==> src/design/pwm_trig_pin_consts.vh <==
// register map, field positions and reset values of the trigger and pin control block
`ifndef PWM_TRIG_PIN_CONSTS_VH
`define PWM_TRIG_PIN_CONSTS_VH

// word offsets on the bus (byte addresses)
`define OFS_TRIGGER_CONTROL 8'h00
`define OFS_OUTPUT_PIN_CONTROL 8'h04
`define OFS_MODULE_CONTROL 8'h08
`define OFS_EVENT_STATUS 8'h0C
`define OFS_EVENT_MASK 8'h10

// trigger_control fields
`define TRG_DIV_HI 15
`define TRG_DIV_LO 12
`define TRG_DUAL_BIT 7
`define TRG_START_HI 5
`define TRG_START_LO 0
`define TRG_WRITABLE 16'hF0BF
`define TRG_RESET 16'h0000

// output_pin_control fields
`define PIN_HIGH_OWN_BIT 15
`define PIN_LOW_OWN_BIT 14
`define PIN_HIGH_POL_BIT 13
`define PIN_LOW_POL_BIT 12
`define PIN_MODE_HI 11
`define PIN_MODE_LO 10
`define PIN_HIGH_OVR_BIT 9
`define PIN_LOW_OVR_BIT 8
`define PIN_OVR_VAL_HI 7
`define PIN_OVR_VAL_LO 6
`define PIN_FLT_VAL_HI 5
`define PIN_FLT_VAL_LO 4
`define PIN_CL_VAL_HI 3
`define PIN_CL_VAL_LO 2
`define PIN_SWAP_BIT 1
`define PIN_OVR_SYNC_BIT 0
`define PIN_RESET 16'h0000

// pin pair modes
`define MODE_COMPLEMENTARY 2'h0
`define MODE_REDUNDANT 2'h1
`define MODE_PUSH_PULL 2'h2
`define MODE_INDEPENDENT 2'h3

// module_control fields
`define CTL_ENABLE_BIT 0
`define CTL_FAULT_MODE_BIT 1
`define CTL_WRITABLE 16'h0003
`define CTL_RESET 16'h0000

// event status and mask layout
`define EVT_PRIMARY_BIT 0
`define EVT_FAULT_BIT 1
`define EVT_CLIMIT_BIT 2
`define EVT_WIDTH 3
`define EVT_RESET 3'h0

`endif

==> src/design/pin_driver.v <==
// one output pin: forced data, override, polarity and ownership, registered
`timescale 1ns/1ps
`default_nettype none
module pin_driver (
    input wire clk_i,
    input wire rst_i,
    input wire gen_i,
    input wire ovr_en_i,
    input wire ovr_val_i,
    input wire force_i,
    input wire force_val_i,
    input wire active_low_i,
    input wire owned_i,
    input wire gpio_i,
    output reg pin_o
);
    reg logical;

    always @* begin
        if (force_i) begin
            logical = force_val_i;
        end else if (ovr_en_i) begin
            logical = ovr_val_i;
        end else begin
            logical = gen_i;
        end
    end

    always @(posedge clk_i) begin
        if (rst_i) begin
            pin_o <= 1'b0;
        end else if (owned_i) begin
            pin_o <= logical ^ active_low_i;
        end else begin
            pin_o <= gpio_i;
        end
    end
endmodule
`default_nettype wire

==> src/design/pwm_trigger_pin_control.v <==
// trigger postscaler, pin pair mapping and event interrupts behind a wishbone slave
//
// Behaviour
// - trigger output once per divider-plus-one accepted trigger events
// - dual-trigger set merges secondary into primary; clear gives two triggers
// - after enable, wait start-delay pwm cycles before the first trigger
// - secondary trigger events raise the trigger interrupt only with dual-trigger set, merged into primary
// - trigger control bits 11..8 and 6 always read zero
// - ownership bit set gives pin to pwm, clear gives it to gpio
// - polarity bit set makes its pin active low
// - pin pair mode: complementary, redundant, push-pull, independent
// - override enable replaces generator output with override data
// - override data upper bit feeds high pin, lower bit low pin
// - normal fault mode: fault drives pins from fault data bits
// - independent mode: current limit drives high, fault drives low from fault data
// - normal fault mode: current limit drives pins from current-limit data
// - swap routes high signal to low pin and low to high
// - override sync aligns override changes to pwm cycle, else immediate
`timescale 1ns/1ps
`default_nettype none
`include "pwm_trig_pin_consts.vh"
module pwm_trigger_pin_control #(
    parameter DIV_W = 4,
    parameter DELAY_W = 6
) (
    input wire clk_i,
    input wire rst_i,
    // wishbone classic slave
    input wire cyc_i,
    input wire stb_i,
    input wire we_i,
    input wire [7:0] adr_i,
    input wire [3:0] sel_i,
    input wire [31:0] dat_i,
    output reg [31:0] dat_o,
    output reg ack_o,
    // time base and generator side
    input wire pwm_cycle_i,
    input wire primary_event_i,
    input wire secondary_event_i,
    input wire gen_high_i,
    input wire gen_low_i,
    input wire fault_i,
    input wire current_limit_i,
    input wire gpio_high_i,
    input wire gpio_low_i,
    // pins, triggers and interrupt
    output wire high_output_pin_o,
    output wire low_output_pin_o,
    output wire trigger_o,
    output wire secondary_trigger_o,
    output reg irq_o
);
    reg [15:0] trigger_control;
    reg [15:0] output_pin_control;
    reg [15:0] module_control;
    reg [`EVT_WIDTH-1:0] event_status;
    reg [`EVT_WIDTH-1:0] event_mask;
    reg [`EVT_WIDTH-1:0] next_status;
    reg [31:0] next_rdata;

    // override fields as used by the pins, possibly held to the pwm cycle
    reg ovr_high_en;
    reg ovr_low_en;
    reg [1:0] ovr_val;
    reg push_phase;
    reg fault_d;
    reg climit_d;

    wire bus_req;
    wire bus_write;
    wire module_enable;
    wire fault_mode_field;
    wire dual_trigger_select;
    wire [1:0] pin_pair_mode;
    wire swap;
    wire override_sync;
    wire [1:0] fault_value;
    wire [1:0] current_limit_value;
    wire [DIV_W-1:0] trigger_divider;
    wire [DELAY_W-1:0] trigger_start_delay;
    wire primary_in;
    wire secondary_in;
    wire prim_trig;
    wire sec_trig;
    wire prim_armed;

    // merge of a write word into a 16-bit register through the low two lanes
    function [15:0] merge16;
        input [15:0] old;
        input [31:0] wdata;
        input [3:0] sel;
        input [15:0] writable;
        reg [15:0] lanes;
        begin
            lanes = {{8{sel[1]}}, {8{sel[0]}}} & writable;
            merge16 = (old & ~lanes) | (wdata[15:0] & lanes);
        end
    endfunction

    function hit;
        input [7:0] adr;
        input [7:0] ofs;
        begin
            hit = (adr[7:2] == ofs[7:2]);
        end
    endfunction

    assign bus_req = cyc_i & stb_i;
    // writes land on the edge where the master sees ack high
    assign bus_write = bus_req & we_i & ack_o;

    assign module_enable = module_control[`CTL_ENABLE_BIT];
    assign fault_mode_field = module_control[`CTL_FAULT_MODE_BIT];
    assign dual_trigger_select = trigger_control[`TRG_DUAL_BIT];
    assign trigger_divider = trigger_control[`TRG_DIV_HI:`TRG_DIV_LO];
    assign trigger_start_delay = trigger_control[`TRG_START_HI:`TRG_START_LO];
    assign pin_pair_mode = output_pin_control[`PIN_MODE_HI:`PIN_MODE_LO];
    assign swap = output_pin_control[`PIN_SWAP_BIT];
    assign override_sync = output_pin_control[`PIN_OVR_SYNC_BIT];
    assign fault_value = output_pin_control[`PIN_FLT_VAL_HI:`PIN_FLT_VAL_LO];
    assign current_limit_value = output_pin_control[`PIN_CL_VAL_HI:`PIN_CL_VAL_LO];

    // register writes
    always @(posedge clk_i) begin
        if (rst_i) begin
            trigger_control <= `TRG_RESET;
            output_pin_control <= `PIN_RESET;
            module_control <= `CTL_RESET;
            event_mask <= `EVT_RESET;
        end else if (bus_write) begin
            if (hit(adr_i, `OFS_TRIGGER_CONTROL)) begin
                // unimplemented positions are masked out of the store
                trigger_control <= merge16(trigger_control, dat_i, sel_i,
                                           `TRG_WRITABLE);
            end
            if (hit(adr_i, `OFS_OUTPUT_PIN_CONTROL)) begin
                // mode is taken as written; changing it while enabled is the
                // caller's hazard
                output_pin_control <= merge16(output_pin_control, dat_i, sel_i,
                                              16'hFFFF);
            end
            if (hit(adr_i, `OFS_MODULE_CONTROL)) begin
                module_control <= merge16(module_control, dat_i, sel_i,
                                          `CTL_WRITABLE);
            end
            if (hit(adr_i, `OFS_EVENT_MASK) && sel_i[0]) begin
                event_mask <= dat_i[`EVT_WIDTH-1:0];
            end
        end
    end

    // trigger sources: merged in dual mode, split otherwise
    assign primary_in = dual_trigger_select ?
                        (primary_event_i | secondary_event_i) :
                        primary_event_i;
    assign secondary_in = dual_trigger_select ? 1'b0 : secondary_event_i;

    trig_postscaler #(
        .DIV_W(DIV_W),
        .DELAY_W(DELAY_W)
    ) u_primary (
        .clk_i(clk_i),
        .rst_i(rst_i),
        .enable_i(module_enable),
        .pwm_cycle_i(pwm_cycle_i),
        .event_i(primary_in),
        .divider_i(trigger_divider),
        .start_delay_i(trigger_start_delay),
        .armed_o(prim_armed),
        .trig_o(prim_trig)
    );

    // the secondary path shares the start delay and divider settings
    trig_postscaler #(
        .DIV_W(DIV_W),
        .DELAY_W(DELAY_W)
    ) u_secondary (
        .clk_i(clk_i),
        .rst_i(rst_i),
        .enable_i(module_enable),
        .pwm_cycle_i(pwm_cycle_i),
        .event_i(secondary_in),
        .divider_i(trigger_divider),
        .start_delay_i(trigger_start_delay),
        .armed_o(),
        .trig_o(sec_trig)
    );

    assign trigger_o = prim_trig;
    assign secondary_trigger_o = sec_trig;

    // sticky events, set wins over a write-one clear in the same cycle
    always @* begin
        next_status = event_status;
        if (bus_write && hit(adr_i, `OFS_EVENT_STATUS) && sel_i[0]) begin
            next_status = next_status & ~dat_i[`EVT_WIDTH-1:0];
        end
        // only the primary path may raise the trigger event
        if (prim_trig) begin
            next_status[`EVT_PRIMARY_BIT] = 1'b1;
        end
        if (fault_i && !fault_d) begin
            next_status[`EVT_FAULT_BIT] = 1'b1;
        end
        if (current_limit_i && !climit_d) begin
            next_status[`EVT_CLIMIT_BIT] = 1'b1;
        end
    end

    always @(posedge clk_i) begin
        if (rst_i) begin
            event_status <= `EVT_RESET;
            fault_d <= 1'b0;
            climit_d <= 1'b0;
            irq_o <= 1'b0;
        end else begin
            event_status <= next_status;
            fault_d <= fault_i;
            climit_d <= current_limit_i;
            irq_o <= |(next_status & event_mask);
        end
    end

    // override shadow: follows the register at once or only at a cycle start
    always @(posedge clk_i) begin
        if (rst_i) begin
            ovr_high_en <= 1'b0;
            ovr_low_en <= 1'b0;
            ovr_val <= 2'h0;
        end else if (!override_sync || pwm_cycle_i) begin
            ovr_high_en <= output_pin_control[`PIN_HIGH_OVR_BIT];
            ovr_low_en <= output_pin_control[`PIN_LOW_OVR_BIT];
            ovr_val <= output_pin_control[`PIN_OVR_VAL_HI:`PIN_OVR_VAL_LO];
        end
    end

    // push-pull alternates the active output on each pwm cycle
    always @(posedge clk_i) begin
        if (rst_i || !module_enable) begin
            push_phase <= 1'b0;
        end else if (pwm_cycle_i) begin
            push_phase <= ~push_phase;
        end
    end

    // pair mapping, swap and fault selection
    reg mode_high;
    reg mode_low;
    reg sig_high;
    reg sig_low;
    reg force_high;
    reg force_low;
    reg force_high_val;
    reg force_low_val;

    always @* begin
        case (pin_pair_mode)
            `MODE_COMPLEMENTARY: begin
                mode_high = gen_high_i;
                mode_low = ~gen_high_i;
            end
            `MODE_REDUNDANT: begin
                mode_high = gen_high_i;
                mode_low = gen_high_i;
            end
            `MODE_PUSH_PULL: begin
                mode_high = gen_high_i & ~push_phase;
                mode_low = gen_high_i & push_phase;
            end
            `MODE_INDEPENDENT: begin
                mode_high = gen_high_i;
                mode_low = gen_low_i;
            end
            default: begin
                mode_high = 1'b0;
                mode_low = 1'b0;
            end
        endcase
        if (swap) begin
            sig_high = mode_low;
            sig_low = mode_high;
        end else begin
            sig_high = mode_high;
            sig_low = mode_low;
        end
    end

    always @* begin
        if (fault_mode_field) begin
            // independent: each pin has its own cause, both from fault data
            force_high = current_limit_i;
            force_high_val = fault_value[1];
            force_low = fault_i;
            force_low_val = fault_value[0];
        end else if (fault_i) begin
            // fault outranks current limit
            force_high = 1'b1;
            force_high_val = fault_value[1];
            force_low = 1'b1;
            force_low_val = fault_value[0];
        end else begin
            force_high = current_limit_i;
            force_high_val = current_limit_value[1];
            force_low = current_limit_i;
            force_low_val = current_limit_value[0];
        end
    end

    pin_driver u_high (
        .clk_i(clk_i),
        .rst_i(rst_i),
        .gen_i(sig_high),
        .ovr_en_i(ovr_high_en),
        .ovr_val_i(ovr_val[1]),
        .force_i(force_high),
        .force_val_i(force_high_val),
        .active_low_i(output_pin_control[`PIN_HIGH_POL_BIT]),
        .owned_i(output_pin_control[`PIN_HIGH_OWN_BIT]),
        .gpio_i(gpio_high_i),
        .pin_o(high_output_pin_o)
    );

    pin_driver u_low (
        .clk_i(clk_i),
        .rst_i(rst_i),
        .gen_i(sig_low),
        .ovr_en_i(ovr_low_en),
        .ovr_val_i(ovr_val[0]),
        .force_i(force_low),
        .force_val_i(force_low_val),
        .active_low_i(output_pin_control[`PIN_LOW_POL_BIT]),
        .owned_i(output_pin_control[`PIN_LOW_OWN_BIT]),
        .gpio_i(gpio_low_i),
        .pin_o(low_output_pin_o)
    );

    // read mux; unmapped addresses answer with zero
    always @* begin
        next_rdata = 32'h00000000;
        if (hit(adr_i, `OFS_TRIGGER_CONTROL)) begin
            next_rdata[15:0] = trigger_control & `TRG_WRITABLE;
        end else if (hit(adr_i, `OFS_OUTPUT_PIN_CONTROL)) begin
            next_rdata[15:0] = output_pin_control;
        end else if (hit(adr_i, `OFS_MODULE_CONTROL)) begin
            next_rdata[15:0] = module_control;
            next_rdata[8] = prim_armed;
        end else if (hit(adr_i, `OFS_EVENT_STATUS)) begin
            next_rdata[`EVT_WIDTH-1:0] = event_status;
        end else if (hit(adr_i, `OFS_EVENT_MASK)) begin
            next_rdata[`EVT_WIDTH-1:0] = event_mask;
        end
    end

    // one wait state, ack for exactly one cycle per request
    always @(posedge clk_i) begin
        if (rst_i) begin
            ack_o <= 1'b0;
            dat_o <= 32'h00000000;
        end else begin
            ack_o <= bus_req & ~ack_o;
            if (bus_req && !ack_o) begin
                dat_o <= next_rdata;
            end
        end
    end
endmodule
`default_nettype wire

==> src/design/trig_postscaler.v <==
// trigger postscaler: start delay in pwm cycles, then one output per n+1 events
`timescale 1ns/1ps
`default_nettype none
module trig_postscaler #(
    parameter DIV_W = 4,
    parameter DELAY_W = 6
) (
    input wire clk_i,
    input wire rst_i,
    input wire enable_i,
    input wire pwm_cycle_i,
    input wire event_i,
    input wire [DIV_W-1:0] divider_i,
    input wire [DELAY_W-1:0] start_delay_i,
    output reg armed_o,
    output reg trig_o
);
    reg [DELAY_W-1:0] wait_cnt;
    reg [DIV_W-1:0] div_cnt;

    always @(posedge clk_i) begin
        if (rst_i || !enable_i) begin
            // disabling clears everything so a re-enable starts fresh
            armed_o <= 1'b0;
            wait_cnt <= {DELAY_W{1'b0}};
            div_cnt <= {DIV_W{1'b0}};
            trig_o <= 1'b0;
        end else if (!armed_o) begin
            trig_o <= 1'b0;
            if (wait_cnt == start_delay_i) begin
                armed_o <= 1'b1;
                div_cnt <= {DIV_W{1'b0}};
            end else if (pwm_cycle_i) begin
                wait_cnt <= wait_cnt + {{(DELAY_W-1){1'b0}}, 1'b1};
            end
        end else if (event_i) begin
            if (div_cnt == divider_i) begin
                trig_o <= 1'b1;
                div_cnt <= {DIV_W{1'b0}};
            end else begin
                trig_o <= 1'b0;
                div_cnt <= div_cnt + {{(DIV_W-1){1'b0}}, 1'b1};
            end
        end else begin
            trig_o <= 1'b0;
        end
    end
endmodule
`default_nettype wire

==> config.mk <==
export PLATFORM = sky130hd
export DESIGN_NAME = pwm_trigger_pin_control
export DESIGN_NICKNAME = d
export VERILOG_FILES = /design/src/design/pin_driver.v /design/src/design/pwm_trigger_pin_control.v /design/src/design/trig_postscaler.v
export VERILOG_INCLUDE_DIRS = /design/src /design/src/design
export SDC_FILE = /design/constraint.sdc
export NUM_CORES = 1
export LEC_CHECK = 0
export ABC_AREA = 1
export BUFFER_PORTS_ARGS = -buffer_cell sky130_fd_sc_hd__buf_2
export CAP_MARGIN = 10
export CELL_PAD_IN_SITES_DETAIL_PLACEMENT = 0
export CELL_PAD_IN_SITES_GLOBAL_PLACEMENT = 1
export CORE_ASPECT_RATIO = 1.75
export CORE_MARGIN = 2
export CORE_UTILIZATION = 41
export CTS_CLUSTER_SIZE = 40
export DETAILED_ROUTE_END_ITERATION = 16
export PLACE_DENSITY = 0.85
export SLEW_MARGIN = 5
export SYNTH_ARGS = -nofsm -noshare
export SYNTH_HDL_FRONTEND = slang
export SYNTH_SLANG_ARGS = --single-unit
==> constraint.sdc <==
create_clock -name clk_i -period 3 [get_ports clk_i]
set_clock_uncertainty 0.2 [all_clocks]
set_input_delay 0.15 -clock clk_i [delete_from_list [all_inputs] [get_ports clk_i]]
set_output_delay 0.15 -clock clk_i [all_outputs]
set_load 0.03 [all_outputs]
Yosys cells after proc, flatten, opt, wreduce, memory -nomap -nowiden
Cells that the tools add are included.
- bits of input ports: 58
- logic and storage cells: 146
- flip-flop bits (word level): 105
- mux-type cells: 43
- eq/ne operators: 13
- bitwise logic cells: 33
- $add $sub $neg: 4
- reductions and logical operators: 29
- operators with widths (kind ; number):
    AND 16 bit ; 5
    OR 16 bit ; 3
    two-way mux 16 bit ; 2
    two-way mux 4 bit ; 8
    inverter 16 bit ; 2
    two-way mux 1 bit ; 26
    AND 16 x 2 -> 16 bit ; 1
    inverter 2 -> 16 bit ; 1
    two-way mux 13 bit ; 1
    adder 6 x 1 -> 6 bit, second input constant ; 2
    equality test 6 x 2 -> 1 bit, second input constant ; 2
    equality test 6 bit ; 2
    two-way mux 3 bit ; 4
    AND reduction 2 bit ; 6
    OR reduction 3 bit ; 4
    inverter 1 bit ; 9
    adder 4 x 1 -> 4 bit, second input constant ; 2
    equality test 4 bit ; 2
    AND 1 bit ; 6
    AND 3 bit ; 2
    equality test 6 x 1 -> 1 bit, second input constant ; 1
    equality test 6 x 3 -> 1 bit, second input constant ; 1
    logical AND 1 bit ; 6
    logical NOT 6 bit ; 1
    other kinds (13) ; 23

Longest topological paths before layout
- depth after elaboration: 9
- mapped depth: 12
- mapped depth without buffers: 12

By module
From an unflattened synthesis, not the netlist that was laid out.
- cell total of the unflattened synthesis: 644
- area, all modules: 4498.1 µm²
- by module, submodules not included (module ; area an instance (µm²) ; cells an instance ; sequential area each (µm²) ; times used):
    pwm_trigger_pin_control ; 2778.9 ; 368 ; 1201.2 ; 1
    trig_postscaler ; 755.7 ; 117 ; 240.2 ; 2
    pin_driver ; 103.8 ; 21 ; 20.0 ; 2

Worst setup path before layout
Ideal clock, no wire load.
- kind: register to register
- start point: reg ack_o
- end point: reg with a tool-made name
- stages on the path, launching flop included: 6
- arrival: 1.377 ns
- setup time: 0.119 ns
- slack: 1.304 ns
- path through: dfxtp_1 > nand4_1 > nor2_1 > inv_2 > o21ai_0 > a21oi_1
- RTL lines (item ; line ; source):
    start: declaration ; pwm_trigger_pin_control.v:36 ; output reg ack_o,
    start signal: assignment ; pwm_trigger_pin_control.v:361 ; ack_o <= bus_req & ~ack_o;

Final worst setup path
- start point: reg ack_o
- end point: reg dat_o[8]
- word-level cells in the longest chain between the ends: 2
- ends and longest elaborated chain (item ; line ; source):
    logical NOT 1 bit ; pwm_trigger_pin_control.v:362 ; if (bus_req && !ack_o) begin
    logical AND 1 bit ; pwm_trigger_pin_control.v:362 ;
    end signal: assignment ; pwm_trigger_pin_control.v:363 ; dat_o <= next_rdata;
    end: declaration ; pwm_trigger_pin_control.v:35 ; output reg [31:0] dat_o,
No other way between the ends.
A chain may end at the register's enable or synchronous reset.

==> results by group <==
Status
  – Status: complete, no violations

Timing
  – RSZ-0062 raised after global routing: no
  – Fin Setup TNS: 0 ns
  – Fin. max-slew vios: 0
  – Slew headroom: 62.7%
  – Final cycle utilization of the critical path: 63.7%
  – Worst slew pin tran: 0.556 ns
  – Fmax: 523 MHz
  – Hold Vio Cnt, Final: 0
  – Setup violators final: 0
  – Final worst path period need: 1.91 ns

Global route
  – Vias in the first global route: 3728
  – GRT Util Overall: 20.6%
  – First-pass GRT wire length: 17500 um
  – GRT overflow: 0
  – Initial antenna violation count: 0
  – Largest net degree at the start of global routing: 41

Logic synthesis
  – Seq/Total Area, Yosys: 41.0%
  – Synth async-reset ratio: 0%
  – Top-count cell post-synth: nand2_1
  – Netlist Area Pre-Place: 4200 sq um
  – Yosys reg bits: 86
  – EDFF count, synth: 0
  – Synth Flop Type: dfxtp_1
  – Yosys warnings: 0
  – Syn avg cell area: 7.04 sq um
  – Post-synth top area share: 41.0%
  – Cells after Synth: 596
  – Post-synth top cells: nand2_1, dfxtp_1, nor2_1, inv_1, a21oi_1
  – Synth area leader: dfxtp_1
  – Synth top area cells: dfxtp_1, nand2_1, a21oi_1
  – Synth cell types: 34

Worst setup path
  – Crit path DAT: 1.98 ns
  – CP Capture Type: flop
  – Critical path's largest stage delay: 0.48 ns
  – Critical path's most frequent cell: nor2_1
  – Cell Chain, Critical Path: nor2_1, clkinv_1, nor2_1, nand2_1, a31oi_1
  – Startpoint types: flop
  – Crit Path Max Fanout: 19
  – Crit-path leading delay family: simple AND/OR/NAND/NOR gates
  – WS Path Type: reg2reg
  – Slowest CP cell: clkinv_1
  – CP required: 3.07 ns
  – WP buf/inv: 1

Clock tree
  – Post-CTS setup buffer count: 0
  – Clock root buffer: clkbuf_16
  – Total CTS buffers: 9
  – Clk slew on worst S/H paths: 0.06 ns
  – Clock buffer depth: 2
  – Clock latency on the worst-skew pair: 0.34 ns
  – CTS Hold Bufs: 21
  – Post-cts sizing count: 0
  – # H-tree levels: 3
  – Clock sinks: 86
  – CTS tree: built

Routing
  – Post-DR vias/cell: 4.95
  – Vias: 3977
  – Routed len/inst: 13.4 um
  – First-pass iteration count of the detailed router: 4
  – DRT Wirelength: 10800 um
  – Routed Antenna Nets: 0
  – DRC: 0
  – Iter 0 DRT Violations: 179

Place
  – Dpl hpwl: 8220 um
  – Cell area after placement: 4540 sq um
  – Port bufs: 59
  – Global placer's final weighted congestion: 0.841

Finish
  – Final #Nets: 736
  – Fin area: 5090 sq um
  – Multi-input gate area: 2060 sq um
  – FF+latch area: 1720 sq um
  – Antenna cell count: 0
  – FILL cells: 1021
  – Share of cells above drive strength 1: 13.1%
  – Layout area overhead: 21.2%

Floorplanning
  – Num rows: 48
  – Die Width: 80.5 um
  – Die height: 138 um
  – Io pins: 96
  – Total die area: 11100 sq um
  – Initial core utilization: 42.4%
  – Core ar.: 9910 sq um

Pwr
  – Pwr/cell area: 512 nW/um^2
  – Max VDD drop: 305 uV
  – Pleak: 2.27 nW

Job
  – # Max-Cap Violations: 0

Min path
  – Worst min path class: in2reg
stage by stage:
step | setup slack, ns | utilization [%] | total power, mW | cells | hold WS [ns]
global placement | 1.12 | 45.8 | 1.35 | 767 | 0.193
finish | 1.09 | 51.4 | 2.60 | 804 | 0.0479
CTS | 1.06 | 51.4 | 2.63 | 804 | 0.0401
global route | 0.886 | 51.4 | 2.70 | 804 | 0.0609
detailed placement | 1.05 | 45.8 | 1.35 | 767 | 0.211
floorplan | 1.30 | - | 1.31 | 611 | 0.0341
per-layer routing:
layer | global-route usage [%] | vias up | wire length [um]
met5 | 0 | - | 0
met4 | 10.3 | 0 | 390
met3 | 4.75 | 26 | 407
met2 | 37.4 | 87 | 5740
met1 | 21.9 | 1806 | 4250
li1 | - | 2058 | -
cell type report:
type / instances / share of cell area, %
tap: 125 / 3.07
multi-input combinational: 420 / 40.5
sequential: 86 / 33.8
clock inverter: 6 / 2.16
inverter: 73 / 5.43
clock buffer: 10 / 4.50
timing repair buffer: 84 / 10.5
path summary, 6_finish.rpt:
path,from,end,slack (ns),cells after the start
worst max register to register,ack_o,dat_o[8],1.09,5
worst min register to register,dat_o[6],dat_o[6],0.27,2
worst max-delay path,ack_o,dat_o[8],1.09,5
worst min-delay path,sel_i[1],flop,0.05,4
cell usage in the layout, fill, tap and decap left out, types with 8 or more instances in the layout:
cell,count
a21oi_1,60
buf_2,59
clkbuf_16,9
conb_1,16
dfxtp_1,86
dlygate4sd3_1,21
inv_1,69
nand2_1,109
nand3_1,36
nand4_1,15
nor2_1,74
nor3_1,8
o21ai_0,49
xnor2_1,12
xor2_1,15
report_power, final:
part	total [mW]	switching [mW]	leakage (nW)	internal, mW
clock network	1.26	0.449	0.159	0.812
registers	1.16	0.00514	0.696	1.15
logic	0.185	0.121	1.42	0.0635
kinds of logic after synthesis:
family / share of synthesized area (%)
compound gates: 14.8
other cells: 0.0893
buf+inv: 11.3
xor+xnor: 5.63
flops: 41.0
simple gates: 26.0
fa+ha+maj: 1.19
worst reg2reg max path, cell delays in order, from the launching register on:
cell and delay, ns:
dfxtp_1 0.33, nor2_1 0.15, clkinv_1 0.48, nor2_1 0.44, nand2_1 0.10, a31oi_1 0.14
No activity file was read; power rests on OpenSTA's default activity.
